### src/logic/oct_pkg.sv
// Purpose: Shared constants and types for the opcode decoder and state timing.
// Assumes: One 200 MHz clock; instruction words arrive already fetched.
// Notes: Constants are shared by the decoder, the summer and the checks.
// Overview of operation
// - Class comes from first byte, bits 15:8.
// - Bit 7 splits pairs sharing first byte.
// - Row 7 upper half: move, block move, bits.
// - Low bits separate slow-peripheral moves from moves.
// - Push and pop decode as plain moves.
// - Branch aliases decode as their base branches.
// - Total is sum of count times cost.
// - External byte 3+m, word or vector 6+2m.
// - Slow peripheral byte access takes 9..16 states.
// - Mode 1 sends instruction fetches external.
// - Absolute bit set: two fetches, two bytes.
package oct_pkg;
    localparam int CNT_W = 4;
    localparam int WAIT_W = 4;
    localparam int COST_W = 6;
    localparam int TOT_W = 10;
    localparam int NUM_TYPES = 6;

    // Cycle type indices.
    localparam int CT_FETCH = 0;
    localparam int CT_BRADDR = 1;
    localparam int CT_STACK = 2;
    localparam int CT_BYTE = 3;
    localparam int CT_WORD = 4;
    localparam int CT_INTERNAL = 5;

    // Map rows and columns.
    localparam logic [3:0] ROW_BRANCH = 4'h4;
    localparam logic [3:0] ROW_CALL = 4'h5;
    localparam logic [3:0] ROW_BIT_REG = 4'h6;
    localparam logic [3:0] ROW_SEVEN = 4'h7;
    localparam logic [3:0] ROW_MOV_IMM = 4'h2;
    localparam logic [3:0] ROW_MOV_ABS = 4'h3;
    localparam logic [3:0] ROW_MOV_DISP = 4'hF;
    localparam logic [3:0] COL_BIT_SET = 4'h0;
    localparam logic [3:0] COL_MOV_LO = 4'h8;
    localparam logic [3:0] COL_MOV_HI = 4'hA;
    localparam logic [3:0] COL_BLOCK_MOVE = 4'hB;
    localparam logic [3:0] COL_BITS_AT_REG = 4'hD;
    localparam logic [3:0] COL_BITS_ABS = 4'hF;
    localparam logic [3:0] COL_CALL_LO = 4'hD;
    localparam logic [3:0] COL_CALL_IND = 4'hF;
    localparam logic [3:0] COL_BR_ALWAYS = 4'h0;
    localparam logic [3:0] COL_BR_NEVER = 4'h1;
    localparam logic [3:0] COL_BR_CC = 4'h4;
    localparam logic [3:0] COL_BR_CS = 4'h5;
    localparam logic [7:0] SLOW_FIRST_BYTE = 8'h6A;
    localparam logic [2:0] SLOW_SEL = 3'h4;
    localparam logic [7:0] OP2_BIT_SET_IMM = 8'h70;
    localparam logic [7:0] OP2_BIT_SET_REG = 8'h60;
    localparam int BIT7 = 7;

    // State costs.
    localparam logic [COST_W-1:0] S_ONCHIP = 6'h02;
    localparam logic [COST_W-1:0] S_REG_BYTE = 6'h03;
    localparam logic [COST_W-1:0] S_REG_WORD = 6'h06;
    localparam logic [COST_W-1:0] S_SLOW_MIN = 6'h09;
    localparam int SLOW_PHASES = 8;

    typedef enum logic [1:0] {OCT_LOC_ONCHIP, OCT_LOC_REGFIELD, OCT_LOC_EXTERNAL,
                              OCT_LOC_RSVD} oct_loc_t;

    typedef enum logic [3:0] {
        OCT_OTHER, OCT_MOVE, OCT_BLOCK_MEMORY_MOVE, OCT_MOVE_FROM_SLOW_PERIPHERAL,
        OCT_MOVE_TO_SLOW_PERIPHERAL, OCT_BRANCH_ALWAYS, OCT_BRANCH_NEVER,
        OCT_BRANCH_CARRY_CLEAR, OCT_BRANCH_CARRY_SET, OCT_BRANCH_COND,
        OCT_BIT_SET_OP, OCT_BIT_MANIP, OCT_SUBROUTINE_CALL
    } oct_class_t;

    typedef logic [NUM_TYPES-1:0][CNT_W-1:0] oct_counts_t;
    typedef logic [NUM_TYPES-1:0][COST_W-1:0] oct_costs_t;
endpackage

### src/logic/oct_cycle_if.sv
// Purpose: Carries cycle counts and per-type costs from decoder to summer.
// Assumes: Both ends on the same clock.
// Notes: One valid qualifies counts and costs together.
`timescale 1ns/1ps
interface oct_cycle_if;
    import oct_pkg::*;
    logic valid;
    oct_counts_t counts;
    oct_costs_t costs;
    modport dec (output valid, output counts, output costs);
    modport sum (input valid, input counts, input costs);
endinterface

### src/logic/oct_state_sum.sv
// Purpose: Weighted sum of cycle counts into execution states.
// Assumes: Counts and costs stable while valid is high.
// Notes: Registered result one cycle after valid.
`timescale 1ns/1ps
module oct_state_sum (
    input wire logic clk_in,
    input wire logic rst_in,
    oct_cycle_if.sum cyc,
    output logic [oct_pkg::TOT_W-1:0] total_out,
    output logic valid_out
);
    import oct_pkg::*;

    function automatic logic [TOT_W-1:0] weigh(input oct_counts_t c, input oct_costs_t s);
        logic [TOT_W-1:0] acc;
        acc = '0;
        for (int i = 0; i < NUM_TYPES; i++) begin
            acc = TOT_W'(acc + TOT_W'(c[i]) * TOT_W'(s[i]));
        end
        return acc;
    endfunction

    always_ff @(posedge clk_in or posedge rst_in) begin
        if (rst_in) begin
            total_out <= '0;
        end else if (cyc.valid) begin
            total_out <= weigh(cyc.counts, cyc.costs);
        end
    end

    always_ff @(posedge clk_in or posedge rst_in) begin
        if (rst_in) begin
            valid_out <= 1'b0;
        end else begin
            valid_out <= cyc.valid;
        end
    end
endmodule

### src/logic/oct_decoder.sv
// Purpose: First-byte opcode decode and execution state count.
// Assumes: word1/word2 valid on insn_valid_in; mode pin is asynchronous.
// Notes: Decode registers in one cycle, the state total one cycle later.
`timescale 1ns/1ps
module oct_decoder #(
    parameter int WAIT_MAX = 15
) (
    input wire logic clk_in,
    input wire logic rst_in,
    input wire logic insn_valid_in,
    input wire logic [15:0] insn_word1_in,
    input wire logic [15:0] insn_word2_in,
    input wire logic mode1_in,
    input wire logic [oct_pkg::WAIT_W-1:0] wait_states_in,
    input wire oct_pkg::oct_loc_t data_loc_in,
    input wire oct_pkg::oct_loc_t stack_loc_in,
    output oct_pkg::oct_class_t class_out,
    output logic [3:0] branch_cond_out,
    output logic fetch_external_out,
    output oct_pkg::oct_counts_t counts_out,
    output logic [oct_pkg::TOT_W-1:0] total_states_out,
    output logic total_valid_out
);
    import oct_pkg::*;

    localparam int PH_W = $clog2(SLOW_PHASES);

    // Checks run at elaboration, so a bad parameter never reaches a netlist.
    if (WAIT_MAX < 0 || WAIT_MAX > (1 << WAIT_W) - 1) begin : g_wait_range
        $error("WAIT_MAX does not fit the wait-state field.");
    end

    // The worst external word cost, six plus two per wait state, must fit.
    if (int'(S_REG_WORD) + 2 * WAIT_MAX > (1 << COST_W) - 1) begin : g_cost_range
        $error("WAIT_MAX makes external costs overflow the cost field.");
    end

    // The phase counter wraps, so the window only works for a power of two.
    if (SLOW_PHASES != (1 << PH_W) || PH_W == 0) begin : g_phase_count
        $error("SLOW_PHASES must be a power of two above one.");
    end

    oct_cycle_if cyc ();

    logic mode_meta;
    logic mode_sync;
    logic [PH_W-1:0] slow_phase;
    oct_class_t next_class;
    oct_counts_t next_counts;
    oct_costs_t next_costs;
    logic slow_access;
    logic [COST_W-1:0] slow_cost;

    // The mode strap is a pin; two flops before any use.
    always_ff @(posedge clk_in or posedge rst_in) begin
        if (rst_in) begin
            mode_meta <= 1'b0;
            mode_sync <= 1'b0;
        end else begin
            mode_meta <= mode1_in;
            mode_sync <= mode_meta;
        end
    end

    // Slow peripheral clock phase; an access waits for its next edge.
    always_ff @(posedge clk_in or posedge rst_in) begin
        if (rst_in) begin
            slow_phase <= '0;
        end else begin
            slow_phase <= PH_W'(slow_phase + 1'b1);
        end
    end

    function automatic logic [COST_W-1:0] cost(input oct_loc_t loc,
                                                input logic [COST_W-1:0] reg_cost,
                                                input logic wide,
                                                input logic [WAIT_W-1:0] m);
        logic [COST_W-1:0] r;
        r = S_ONCHIP;
        unique case (loc)
            OCT_LOC_ONCHIP: r = S_ONCHIP;
            OCT_LOC_REGFIELD: r = reg_cost;
            OCT_LOC_EXTERNAL, OCT_LOC_RSVD: begin
                r = wide ? COST_W'(S_REG_WORD + 2 * m) : COST_W'(S_REG_BYTE + m);
            end
        endcase
        return r;
    endfunction

    function automatic logic [CNT_W-1:0] n(input int v);
        return CNT_W'(v);
    endfunction

    always_comb begin
        logic [3:0] row;
        logic [3:0] col;
        logic [7:0] op2;
        row = insn_word1_in[15:12];
        col = insn_word1_in[11:8];
        op2 = insn_word2_in[15:8];
        next_class = OCT_OTHER;
        next_counts = '0;
        next_counts[CT_FETCH] = n(1);
        slow_access = 1'b0;
        if (insn_word1_in[15:8] == SLOW_FIRST_BYTE
                && insn_word1_in[6:4] == SLOW_SEL) begin
            slow_access = 1'b1;
            next_class = insn_word1_in[BIT7] ? OCT_MOVE_TO_SLOW_PERIPHERAL
                                             : OCT_MOVE_FROM_SLOW_PERIPHERAL;
            next_counts[CT_FETCH] = n(2);
            next_counts[CT_BYTE] = n(1);
        end else if (row == ROW_BRANCH) begin
            next_counts[CT_FETCH] = n(2);
            unique case (col)
                COL_BR_ALWAYS: next_class = OCT_BRANCH_ALWAYS;
                COL_BR_NEVER: next_class = OCT_BRANCH_NEVER;
                COL_BR_CC: next_class = OCT_BRANCH_CARRY_CLEAR;
                COL_BR_CS: next_class = OCT_BRANCH_CARRY_SET;
                default: next_class = OCT_BRANCH_COND;
            endcase
        end else if (row == ROW_CALL && col >= COL_CALL_LO) begin
            next_class = OCT_SUBROUTINE_CALL;
            next_counts[CT_FETCH] = n(2);
            next_counts[CT_STACK] = n(1);
            if (col == COL_CALL_IND) begin
                next_counts[CT_BRADDR] = n(1);
            end
        end else if (row == ROW_BIT_REG && col == COL_BIT_SET) begin
            next_class = OCT_BIT_SET_OP;
        end else if (row == ROW_SEVEN && col >= COL_MOV_LO) begin
            if (col <= COL_MOV_HI) begin
                next_class = OCT_MOVE;
            end else if (col == COL_BLOCK_MOVE) begin
                next_class = OCT_BLOCK_MEMORY_MOVE;
                next_counts[CT_FETCH] = n(2);
            end else begin
                next_counts[CT_FETCH] = n(2);
                next_counts[CT_BYTE] = n(1);
                if ((col == COL_BITS_ABS || col == COL_BITS_AT_REG)
                        && (op2 == OP2_BIT_SET_IMM || op2 == OP2_BIT_SET_REG)) begin
                    next_class = OCT_BIT_SET_OP;
                    next_counts[CT_BYTE] = n(2);
                end else begin
                    next_class = OCT_BIT_MANIP;
                end
            end
        end else if (row == ROW_MOV_IMM || row == ROW_MOV_ABS || row == ROW_MOV_DISP
                || (row == ROW_BIT_REG && col >= COL_MOV_LO)) begin
            next_class = OCT_MOVE;
        end
    end

    // Class and column hold until the next taken word, so a slow consumer
    // may look at them at any time between instructions.
    always_ff @(posedge clk_in or posedge rst_in) begin
        if (rst_in) begin
            class_out <= OCT_OTHER;
            branch_cond_out <= '0;
        end else if (insn_valid_in) begin
            class_out <= next_class;
            branch_cond_out <= insn_word1_in[11:8];
        end
    end

    always_ff @(posedge clk_in or posedge rst_in) begin
        if (rst_in) begin
            counts_out <= '0;
        end else if (insn_valid_in) begin
            counts_out <= next_counts;
        end
    end

    // The summer has its own copy, so the output port drives nothing inside.
    always_ff @(posedge clk_in or posedge rst_in) begin
        if (rst_in) begin
            cyc.counts <= '0;
        end else if (insn_valid_in) begin
            cyc.counts <= next_counts;
        end
    end

    // The slow cost is fixed by the phase at the taken edge; a real access
    // would be measured as it runs, which this block does not model.
    always_comb begin
        slow_cost = COST_W'(S_SLOW_MIN + COST_W'(slow_phase));
    end

    // Costs depend on the locations and wait states given with this instruction, the synchronised mode strap and the slow phase.
    always_comb begin
        next_costs = '0;
        next_costs[CT_FETCH] = cost(mode_sync ? OCT_LOC_EXTERNAL : OCT_LOC_ONCHIP,
                                    S_ONCHIP, 1'b1, wait_states_in);
        next_costs[CT_BRADDR] = cost(data_loc_in, S_REG_WORD, 1'b1, wait_states_in);
        next_costs[CT_STACK] = cost(stack_loc_in, S_REG_WORD, 1'b1, wait_states_in);
        if (slow_access) begin
            next_costs[CT_BYTE] = slow_cost;
        end else begin
            next_costs[CT_BYTE] = cost(data_loc_in, S_REG_BYTE, 1'b0, wait_states_in);
        end
        next_costs[CT_WORD] = cost(data_loc_in, S_REG_WORD, 1'b1, wait_states_in);
        next_costs[CT_INTERNAL] = S_ONCHIP;
    end

    always_ff @(posedge clk_in or posedge rst_in) begin
        if (rst_in) begin
            cyc.costs <= '0;
        end else if (insn_valid_in) begin
            cyc.costs <= next_costs;
        end
    end

    always_ff @(posedge clk_in or posedge rst_in) begin
        if (rst_in) begin
            cyc.valid <= 1'b0;
        end else begin
            cyc.valid <= insn_valid_in;
        end
    end

    // The flag lags the synchronised strap by one cycle, as every output is a flop.
    always_ff @(posedge clk_in or posedge rst_in) begin
        if (rst_in) begin
            fetch_external_out <= 1'b0;
        end else begin
            fetch_external_out <= mode_sync;
        end
    end

    oct_state_sum u_sum (
        .clk_in(clk_in),
        .rst_in(rst_in),
        .cyc(cyc),
        .total_out(total_states_out),
        .valid_out(total_valid_out)
    );
endmodule

### config.mk
export PLATFORM = sky130hd
export DESIGN_NAME = oct_decoder
export DESIGN_NICKNAME = d
export VERILOG_FILES = /design/src/logic/oct_pkg.sv /design/src/logic/oct_cycle_if.sv /design/src/logic/oct_state_sum.sv /design/src/logic/oct_decoder.sv
export SDC_FILE = /design/constraint.sdc
export NUM_CORES = 1
export LEC_CHECK = 0
export BUFFER_PORTS_ARGS = -buffer_cell sky130_fd_sc_hd__buf_2
export CORE_UTILIZATION = 50
export DETAILED_ROUTE_END_ITERATION = 10
export HOLD_SLACK_MARGIN = 0.02
export PLACE_DENSITY = 0.83
export SYNTH_ARGS = -nofsm -noshare
export SYNTH_HDL_FRONTEND = slang
export SYNTH_SLANG_ARGS = --single-unit
### constraint.sdc
create_clock -name clk_in -period 11.6 [get_ports clk_in]
set_clock_uncertainty 0.05 [all_clocks]
set_input_delay 1.16 -clock clk_in [delete_from_list [all_inputs] [get_ports clk_in]]
set_output_delay 1.16 -clock clk_in [all_outputs]
set_load 0.02 [all_outputs]
==> metrics.md, run 1 <==
| Metric | Value |
|---|---|
| Outcome | `finished, final reports clean` |
| Wire length of the first global-routing pass | `11500 um` |
| Total iterations of the first detailed-routing run | `4` |
| Slew of the pin with the lowest slew margin | `1.08 ns` |
| Worst hold path type | `reg2reg` |
| Number of buffers created by CTS | `5` |
| CTS H-tree depth | `2` |
| Floorplan die area | `7520 um2` |
| Total of buffers placed on input and output ports | `56` |
| Number of global-route vias before repair | `2467` |
| Height of the die | `86.7 um` |
| Primary FF master, synth | `sky130_fd_sc_hd__dfrtp_1` |
| Crit Path Class | `reg2reg` |
| Proportion of netlist area held by the largest area contributor | `0.363` |
| Post-Route WL | `6830 um` |
| CP max FO | `7` |
| Crit path arrival time | `4.83 ns` |
| Most common library cell in the layout ignoring fill and taps | `sky130_fd_sc_hd__buf_2` |
| Warning count from the yosys run | `0` |
| Clock Root Buffer | `sky130_fd_sc_hd__clkbuf_8` |
| Clock edge transition at the registers on the reported setup and hold paths | `0.10 ns` |
| Clock sinks | `52` |
| Post-synth top area cell | `sky130_fd_sc_hd__dfrtp_1` |
| Average routed wire per standard cell | `14.1 um` |
| Number of inserted diodes | `0` |
| Buffers from clock root to sink, at most | `2` |
| Syn Area/Cell | `10.6 um2` |
| Fin Setup TNS | `0 ns` |
| Number of instances in the synthesized netlist | `339` |
| Final nets | `482` |
| Count of unique library cells instantiated by Yosys | `50` |
| Post-synth design cell area | `3590 um2` |
| Final Instance Count excl. Fillers | `485` |
| Count of boundary I/O pins | `88` |
| Critical Path Source Type | `flop` |
| Initial antenna violation count | `0` |
| Number of design rule violations left after detail routing | `0` |
| Gr usage total | `0.198` |
| Post-synthesis to final-layout area growth | `9.14%` |
| Slew Limit Fails | `0` |
| Setup repair after global routing missed its margin | `no` |
| Post-Place Cells | `477` |
| Synth area leaders | `sky130_fd_sc_hd__dfrtp_1, sky130_fd_sc_hd__ha_1, sky130_fd_sc_hd__fa_1` |
| GRT overflow | `0` |
| Number of flops mapped to enable cells by yosys | `0` |
| Post-CTS Setup Inserts | `0` |
| Sequential area share after synthesis | `0.363` |
| Iteration-0 DRC Markers | `131` |
| Final Critical Period | `4.69 ns` |
| Areal power density over the cells | `102 nW/um2` |
| Standard cell core area | `6870 um2` |
| Setup-violating endpoint count in the final report | `0` |
| Total count of hold-check failures in the final report | `0` |
| Yosys reg bits | `52` |
| Hold_buf cts | `0` |
| Layout cell share with drive strength beyond 1 | `0.226` |
| Fraction of the cycle the final worst path needs | `0.404` |
| LEAKAGE | `0.00208 uW` |
| Top library cells by usage in the layout, fill and taps aside | `sky130_fd_sc_hd__buf_2, sky130_fd_sc_hd__dfrtp_1, sky130_fd_sc_hd__inv_1` |
| Post-detailed-placement half-perimeter wirelength | `5230 um` |
| Max capacitance violation total | `0` |
| Type of element capturing the critical path | `flop` |
| Max Freq | `213 MHz` |
| Largest net degree at the start of global routing | `53` |
| Highest ir drop seen on vdd | `73.7 uV` |
| Effective utilization at floorplan | `0.522` |
| Insertion delay to the later sink of the worst-skew pair | `0.31 ns` |
| Global placer's final weighted congestion | `0.853` |
| DR vias | `2517` |
| WP data required | `11.74 ns` |
| Count of instances resized after the clock tree is built | `0` |
| Clock tree from TritonCTS | `yes` |
| Vias per inst | `5.19` |
| Antenna Nets Post-Route | `0` |
| Horizontal extent of the die | `86.7 um` |
| Share of synthesized flip-flops with an asynchronous set or reset | `1.00` |
| Max transition margin | `0.277` |
| Number of standard-cell rows in the floorplan | `30` |
## metal layers
layer | track usage | vias up | routed length (um)
met3 | 0.0333 | 10 | 326
met4 | 0.0485 | 0 | 78
met2 | 0.356 | 72 | 3500
met5 | 0 | - | 0
met1 | 0.248 | 1222 | 2930
li1 | - | 1213 | -
## worst max-delay path, cell delays in order (launching register included)
cell,delay [ns]
sky130_fd_sc_hd__dfrtp_1,0.46
sky130_fd_sc_hd__and2_1,0.18
sky130_fd_sc_hd__ha_1,0.27
sky130_fd_sc_hd__inv_1,0.05
sky130_fd_sc_hd__fa_1,0.53
sky130_fd_sc_hd__inv_1,0.05
sky130_fd_sc_hd__ha_1,0.32
sky130_fd_sc_hd__fa_1,0.45
sky130_fd_sc_hd__fa_1,0.51
sky130_fd_sc_hd__fa_1,0.44
sky130_fd_sc_hd__ha_1,0.34
sky130_fd_sc_hd__a21o_1,0.19
sky130_fd_sc_hd__a31o_2,0.22
sky130_fd_sc_hd__nand4b_1,0.07
sky130_fd_sc_hd__or3b_2,0.44
## stage by stage
stage	power, uW	utilization	instance area, um2	worst slack [ns]	hold WS, ns
2_1_floorplan	277	-	3650	7.01	0.281
3_5_place_dp	300	0.557	3830	6.92	0.295
5_1_grt	423	0.570	3920	6.73	0.321
6_report	400	0.570	3920	6.91	0.313
4_1_cts	404	0.570	3920	6.88	0.317
3_3_place_gp	296	0.557	3830	6.94	0.283
## report_power, final
group | total (uW) | internal [uW] | switching, uW
clock network | 105 | 42.2 | 62.4
logic | 87.7 | 34.5 | 53.3
registers | 208 | 197 | 10.7
## area by class of cell
type | instances | area [um2]
multi-input cells | 235 | 1980
fillers | 599 | 2950
flip-flops and latches | 52 | 1300
well taps | 96 | 120
inverters | 38 | 143
clock buffers | 5 | 68.8
clock inverters | 3 | 18.8
repair buffers | 56 | 280
## flip-flops by register name, indices dropped and copies added (netlist names), 3 cells and up
name and cells:
u_sum.total_out 10, class_out 4, cyc.counts 6, cyc.costs 20, branch_cond_out 4, slow_phase 3
## cells by family after synthesis
kind of cell / share of synthesized area
AO/OA/AOI/OAI: 0.108
multiplexers: 0.0495
buffers and inverters: 0.102
other: 0.00105
flip-flops: 0.363
AND/OR/NAND/NOR: 0.147
XOR/XNOR: 0.0171
adder cells (fa/ha/maj): 0.212
## worst paths after layout
path / from / to / slack (ns) / cells past startpoint
max: cyc.counts[12]$_DFFE_PP0P_ / u_sum.total_out[8]$_DFFE_PP0P_ / 6.91 / 14
min: mode_meta$_DFF_PP0_ / mode_sync$_DFF_PP0_ / 0.31 / 0
max reg2reg: cyc.counts[12]$_DFFE_PP0P_ / u_sum.total_out[8]$_DFFE_PP0P_ / 6.91 / 14
min reg2reg: mode_meta$_DFF_PP0_ / mode_sync$_DFF_PP0_ / 0.31 / 0
max in group asynchronous: rst_in / cyc.costs[16]$_DFFE_PP0P_ / 9.77 / 2
min in group asynchronous: rst_in / u_sum.total_out[5]$_DFFE_PP0P_ / 1.06 / 2
## cells in the mapped netlist, types with 3 or more instances
cell	n
sky130_fd_sc_hd__nor3b_1	3
sky130_fd_sc_hd__nand2_1	20
sky130_fd_sc_hd__and2_1	24
sky130_fd_sc_hd__xnor2_1	3
sky130_fd_sc_hd__buf_4	20
sky130_fd_sc_hd__a21oi_1	13
sky130_fd_sc_hd__ha_1	32
sky130_fd_sc_hd__fa_1	18
sky130_fd_sc_hd__clkbuf_1	6
sky130_fd_sc_hd__o2bb2ai_1	9
sky130_fd_sc_hd__inv_1	38
sky130_fd_sc_hd__xor2_1	4
sky130_fd_sc_hd__dfrtp_1	52
sky130_fd_sc_hd__o21ai_0	6
sky130_fd_sc_hd__a31oi_1	3
sky130_fd_sc_hd__nand3_1	3
sky130_fd_sc_hd__clkbuf_8	3
sky130_fd_sc_hd__and3_1	3
sky130_fd_sc_hd__a21o_1	4
sky130_fd_sc_hd__mux2_2	14
sky130_fd_sc_hd__nand4b_1	4
sky130_fd_sc_hd__nor2_1	16
Power figures use the tool's default switching activity.
==> inputs of run 2 (changes only) <==
CORE_UTILIZATION = 49   (was 50)
PLACE_DENSITY = 0.85   (was 0.83)
clock period = 4.22 ns   (was 11.6 ns; I/O delays follow)
==> metrics.md, run 2 (synthesis results as in run 1) <==
| Metric | Value |
|---|---|
| Outcome | `finished, violations left` |
| Violations in the final reports | `setup timing` |
| Average routed wire per standard cell | `15.1 um (+6.9%)` |
| Antenna Nets Post-Route | `0 (unchanged)` |
| Hold_buf cts | `0 (unchanged)` |
| Number of standard-cell rows in the floorplan | `30 (unchanged)` |
| Post-Place Cells | `490 (+2.7%)` |
| Gr usage total | `0.210 (+0.0125)` |
| Total power after layout | `1150 uW (+190%)` |
| Count of buffer and inverter cells on the critical path | `2 (unchanged)` |
| Slew Limit Fails | `0 (unchanged)` |
| Master of the slowest instance on the critical path | `sky130_fd_sc_hd__fa_1` |
| Worst reg2reg path endpoint | `u_sum.total_out[7]$_DFFE_PP0P_` |
| Vias per inst | `5.26 (+1.4%)` |
| Multi-input gate area | `2170 um2 (+9.2%)` |
| Areal power density over the cells | `274 nW/um2 (+170%)` |
| Critical Path Source Type | `flop` |
| CTS H-tree depth | `2 (unchanged)` |
| Highest ir drop seen on vdd | `176 uV (+140%)` |
| DR vias | `2631 (+4.5%)` |
| Most common library cell in the layout ignoring fill and taps | `sky130_fd_sc_hd__buf_2` |
| Setup repair after global routing missed its margin | `yes` |
| CP dominant cell by count | `sky130_fd_sc_hd__ha_4` |
| Final setup margin | `-0.151 ns (-7.06 ns)` |
| Number of buffers created by CTS | `5 (unchanged)` |
| Max Freq | `229 MHz (+7.3%)` |
| Crit path arrival time | `4.53 ns (-0.30 ns)` |
| Count of boundary I/O pins | `88 (unchanged)` |
| Clock sinks | `52 (unchanged)` |
| CP max FO | `5 (-2)` |
| Standard cell core area | `6940 um2 (+1.1%)` |
| Fraction of the cycle the final worst path needs | `1.04 (+0.631)` |
| Total iterations of the first detailed-routing run | `4 (unchanged)` |
| Clock Root Buffer | `sky130_fd_sc_hd__clkbuf_8` |
| Post-synthesis to final-layout area growth | `17.6%` |
| Footprint of the flip-flops and latches | `1300 um2 (+0.19%)` |
| Iteration-0 DRC Markers | `118 (-9.9%)` |
| Max transition margin | `0.555 (+0.278)` |
| Post-detailed-placement half-perimeter wirelength | `5760 um (+10%)` |
| Floorplan die area | `7670 um2 (+2.0%)` |
| GRT overflow | `0 (unchanged)` |
| Top library cells by usage in the layout, fill and taps aside | `sky130_fd_sc_hd__buf_2, sky130_fd_sc_hd__dfrtp_1, sky130_fd_sc_hd__inv_1` |
| Initial antenna violation count | `0 (unchanged)` |
| Slew of the pin with the lowest slew margin | `0.666 ns (-0.416 ns)` |
| Clock tree from TritonCTS | `yes` |
| Slowest cell delay on critical path | `0.54 ns (about the same)` |
| Biggest registers after layout | `cyc.costs (20), u_sum.total_out (10), cyc.counts (6)` |
| Flip-flop count of the largest register after layout | `20 (unchanged)` |
| R2R depth | `15 (+1)` |
| Number of inserted diodes | `0 (unchanged)` |
| Final Critical Period | `4.37 ns (-0.321 ns)` |
| Total count of hold-check failures in the final report | `0 (unchanged)` |
| Cell count along the critical path | `15 (+1)` |
| Layout cell share with drive strength beyond 1 | `0.334 (+0.108)` |
| Sequence of cells on the critical path | `and2_4 > ha_4 > inv_2 > fa_1 > inv_2 > ha_4 > fa_1 > fa_1 > ha_4 > ha_4 > fa_2 > a21o_1 > a21o_1 > xor2_1 > mux2_4` |
| WP data required | `4.38 ns (-7.36 ns)` |
| Height of the die | `87.6 um (+0.99%)` |
| Final Instance Count excl. Fillers | `500 (+3.1%)` |
| Critical path startpoint | `cyc.counts[12]$_DFFE_PP0P_` |
| Number of design rule violations left after detail routing | `0 (unchanged)` |
| Type of element capturing the critical path | `flop` |
| Wire length of the first global-routing pass | `12100 um (+5.1%)` |
| Post-Route WL | `7530 um (+10%)` |
| Worst reg2reg path startpoint | `cyc.counts[12]$_DFFE_PP0P_` |
| Largest net degree at the start of global routing | `36 (-32%)` |
| Effective utilization at floorplan | `0.517 (-0.00565)` |
| Final nets | `497 (+3.1%)` |
| Number of filler instances in the final layout | `554 (-7.5%)` |
| Global placer's final weighted congestion | `0.854 (about the same)` |
| Insertion delay to the later sink of the worst-skew pair | `0.32 ns (about the same)` |
| LEAKAGE | `0.00212 uW (+1.9%)` |
| Dpl cell area | `3990 um2 (+4.2%)` |
| Final instance area | `4220 um2 (+7.8%)` |
| Buffers from clock root to sink, at most | `2 (unchanged)` |
| Worst setup path end | `u_sum.total_out[7]$_DFFE_PP0P_` |
| Largest Register | `cyc.costs` |
| Worst hold path type | `in2async` |
| Max capacitance violation total | `0 (unchanged)` |
| Worst-case setup slack after placement | `-0.244 ns (-7.17 ns)` |
| Number of global-route vias before repair | `2626 (+6.4%)` |
| Crit-path leading delay family | `adder cells` |
| Setup-violating endpoint count in the final report | `3 (+3)` |
| Total of buffers placed on input and output ports | `56 (unchanged)` |
| Fin Setup TNS | `-0.321 ns (-0.321 ns)` |
| Register-to-register path setup slack | `-0.15 ns (-7.06 ns)` |
| Crit Path Class | `reg2reg` |
| Horizontal extent of the die | `87.6 um (+0.99%)` |
| Clock edge transition at the registers on the reported setup and hold paths | `0.10 ns (about the same)` |
## run 2: cell types whose count changed in the layout (fill, tap and decap cells not counted), sizes merged
| cell | previous run | this run |
|---|---|---|
| clkinv | 3 | 2 |
| inv | 38 | 39 |
| buf | 56 | 71 |
## run 2: final cells by class
cell class | count | area share
tap | 96 | 0.0285
multi-input combinational | 235 | 0.513
clock buffer | 5 | 0.0163
inverter | 38 | 0.0338
sequential | 52 | 0.309
timing repair buffer | 71 | 0.0940
clock inverter | 3 | 0.00534
## run 2: how the worst min path moves through the flow
| stage | startpoint | endpoint | slack, ns | cells after the start |
|---|---|---|---|---|
| floorplan | mode_meta$_DFF_PP0_ | mode_sync$_DFF_PP0_ | 0.28 | 0 |
| global placement | mode_meta$_DFF_PP0_ | mode_sync$_DFF_PP0_ | 0.28 | 0 |
| detailed placement | mode_meta$_DFF_PP0_ | mode_sync$_DFF_PP0_ | 0.29 | 0 |
| CTS | rst_in | cyc.costs[28]$_DFFE_PP0P_ | 0.14 | 2 |
| global route | mode1_in | mode_meta$_DFF_PP0_ | 0.14 | 1 |
| finish | rst_in | cyc.costs[16]$_DFFE_PP0P_ | 0.11 | 2 |
## run 2: through the flow
| stage | utilization | hold WS, ns |
|---|---|---|
| 2_1_floorplan | - | 0.281 |
| 6_report | 0.608 | 0.111 |
| 4_1_cts | 0.603 | 0.135 |
| 3_3_place_gp | 0.574 | 0.283 |
| 3_5_place_dp | 0.574 | 0.295 |
| 5_1_grt | 0.608 | 0.144 |
## run 2: repair_timing
action                     in CTS  in global routing
pin swaps                       9                 11
gates resized for setup        18                  8
setup endpoints to repair       4                  4
gates cloned                    0                  0
hold endpoints to repair        0                  0
buffers inserted                2                  0
## run 2: where the power goes
group / total, uW / internal, uW / switching [uW]
Sequential: 572 / 542 / 30.0
Clock: 298 / 119 / 179
Combinational: 284 / 121 / 163
Total: 1150 / 783 / 372
## run 2: layer usage
| metal | global-route usage | vias up | share of wire |
|---|---|---|---|
| li1 | - | 1245 | - |
| met1 | 0.245 | 1297 | 0.43 |
| met2 | 0.386 | 77 | 0.52 |
| met3 | 0.0349 | 12 | 0.036 |
| met4 | 0.0820 | 0 | 0.017 |
| met5 | 0 | - | 0 |
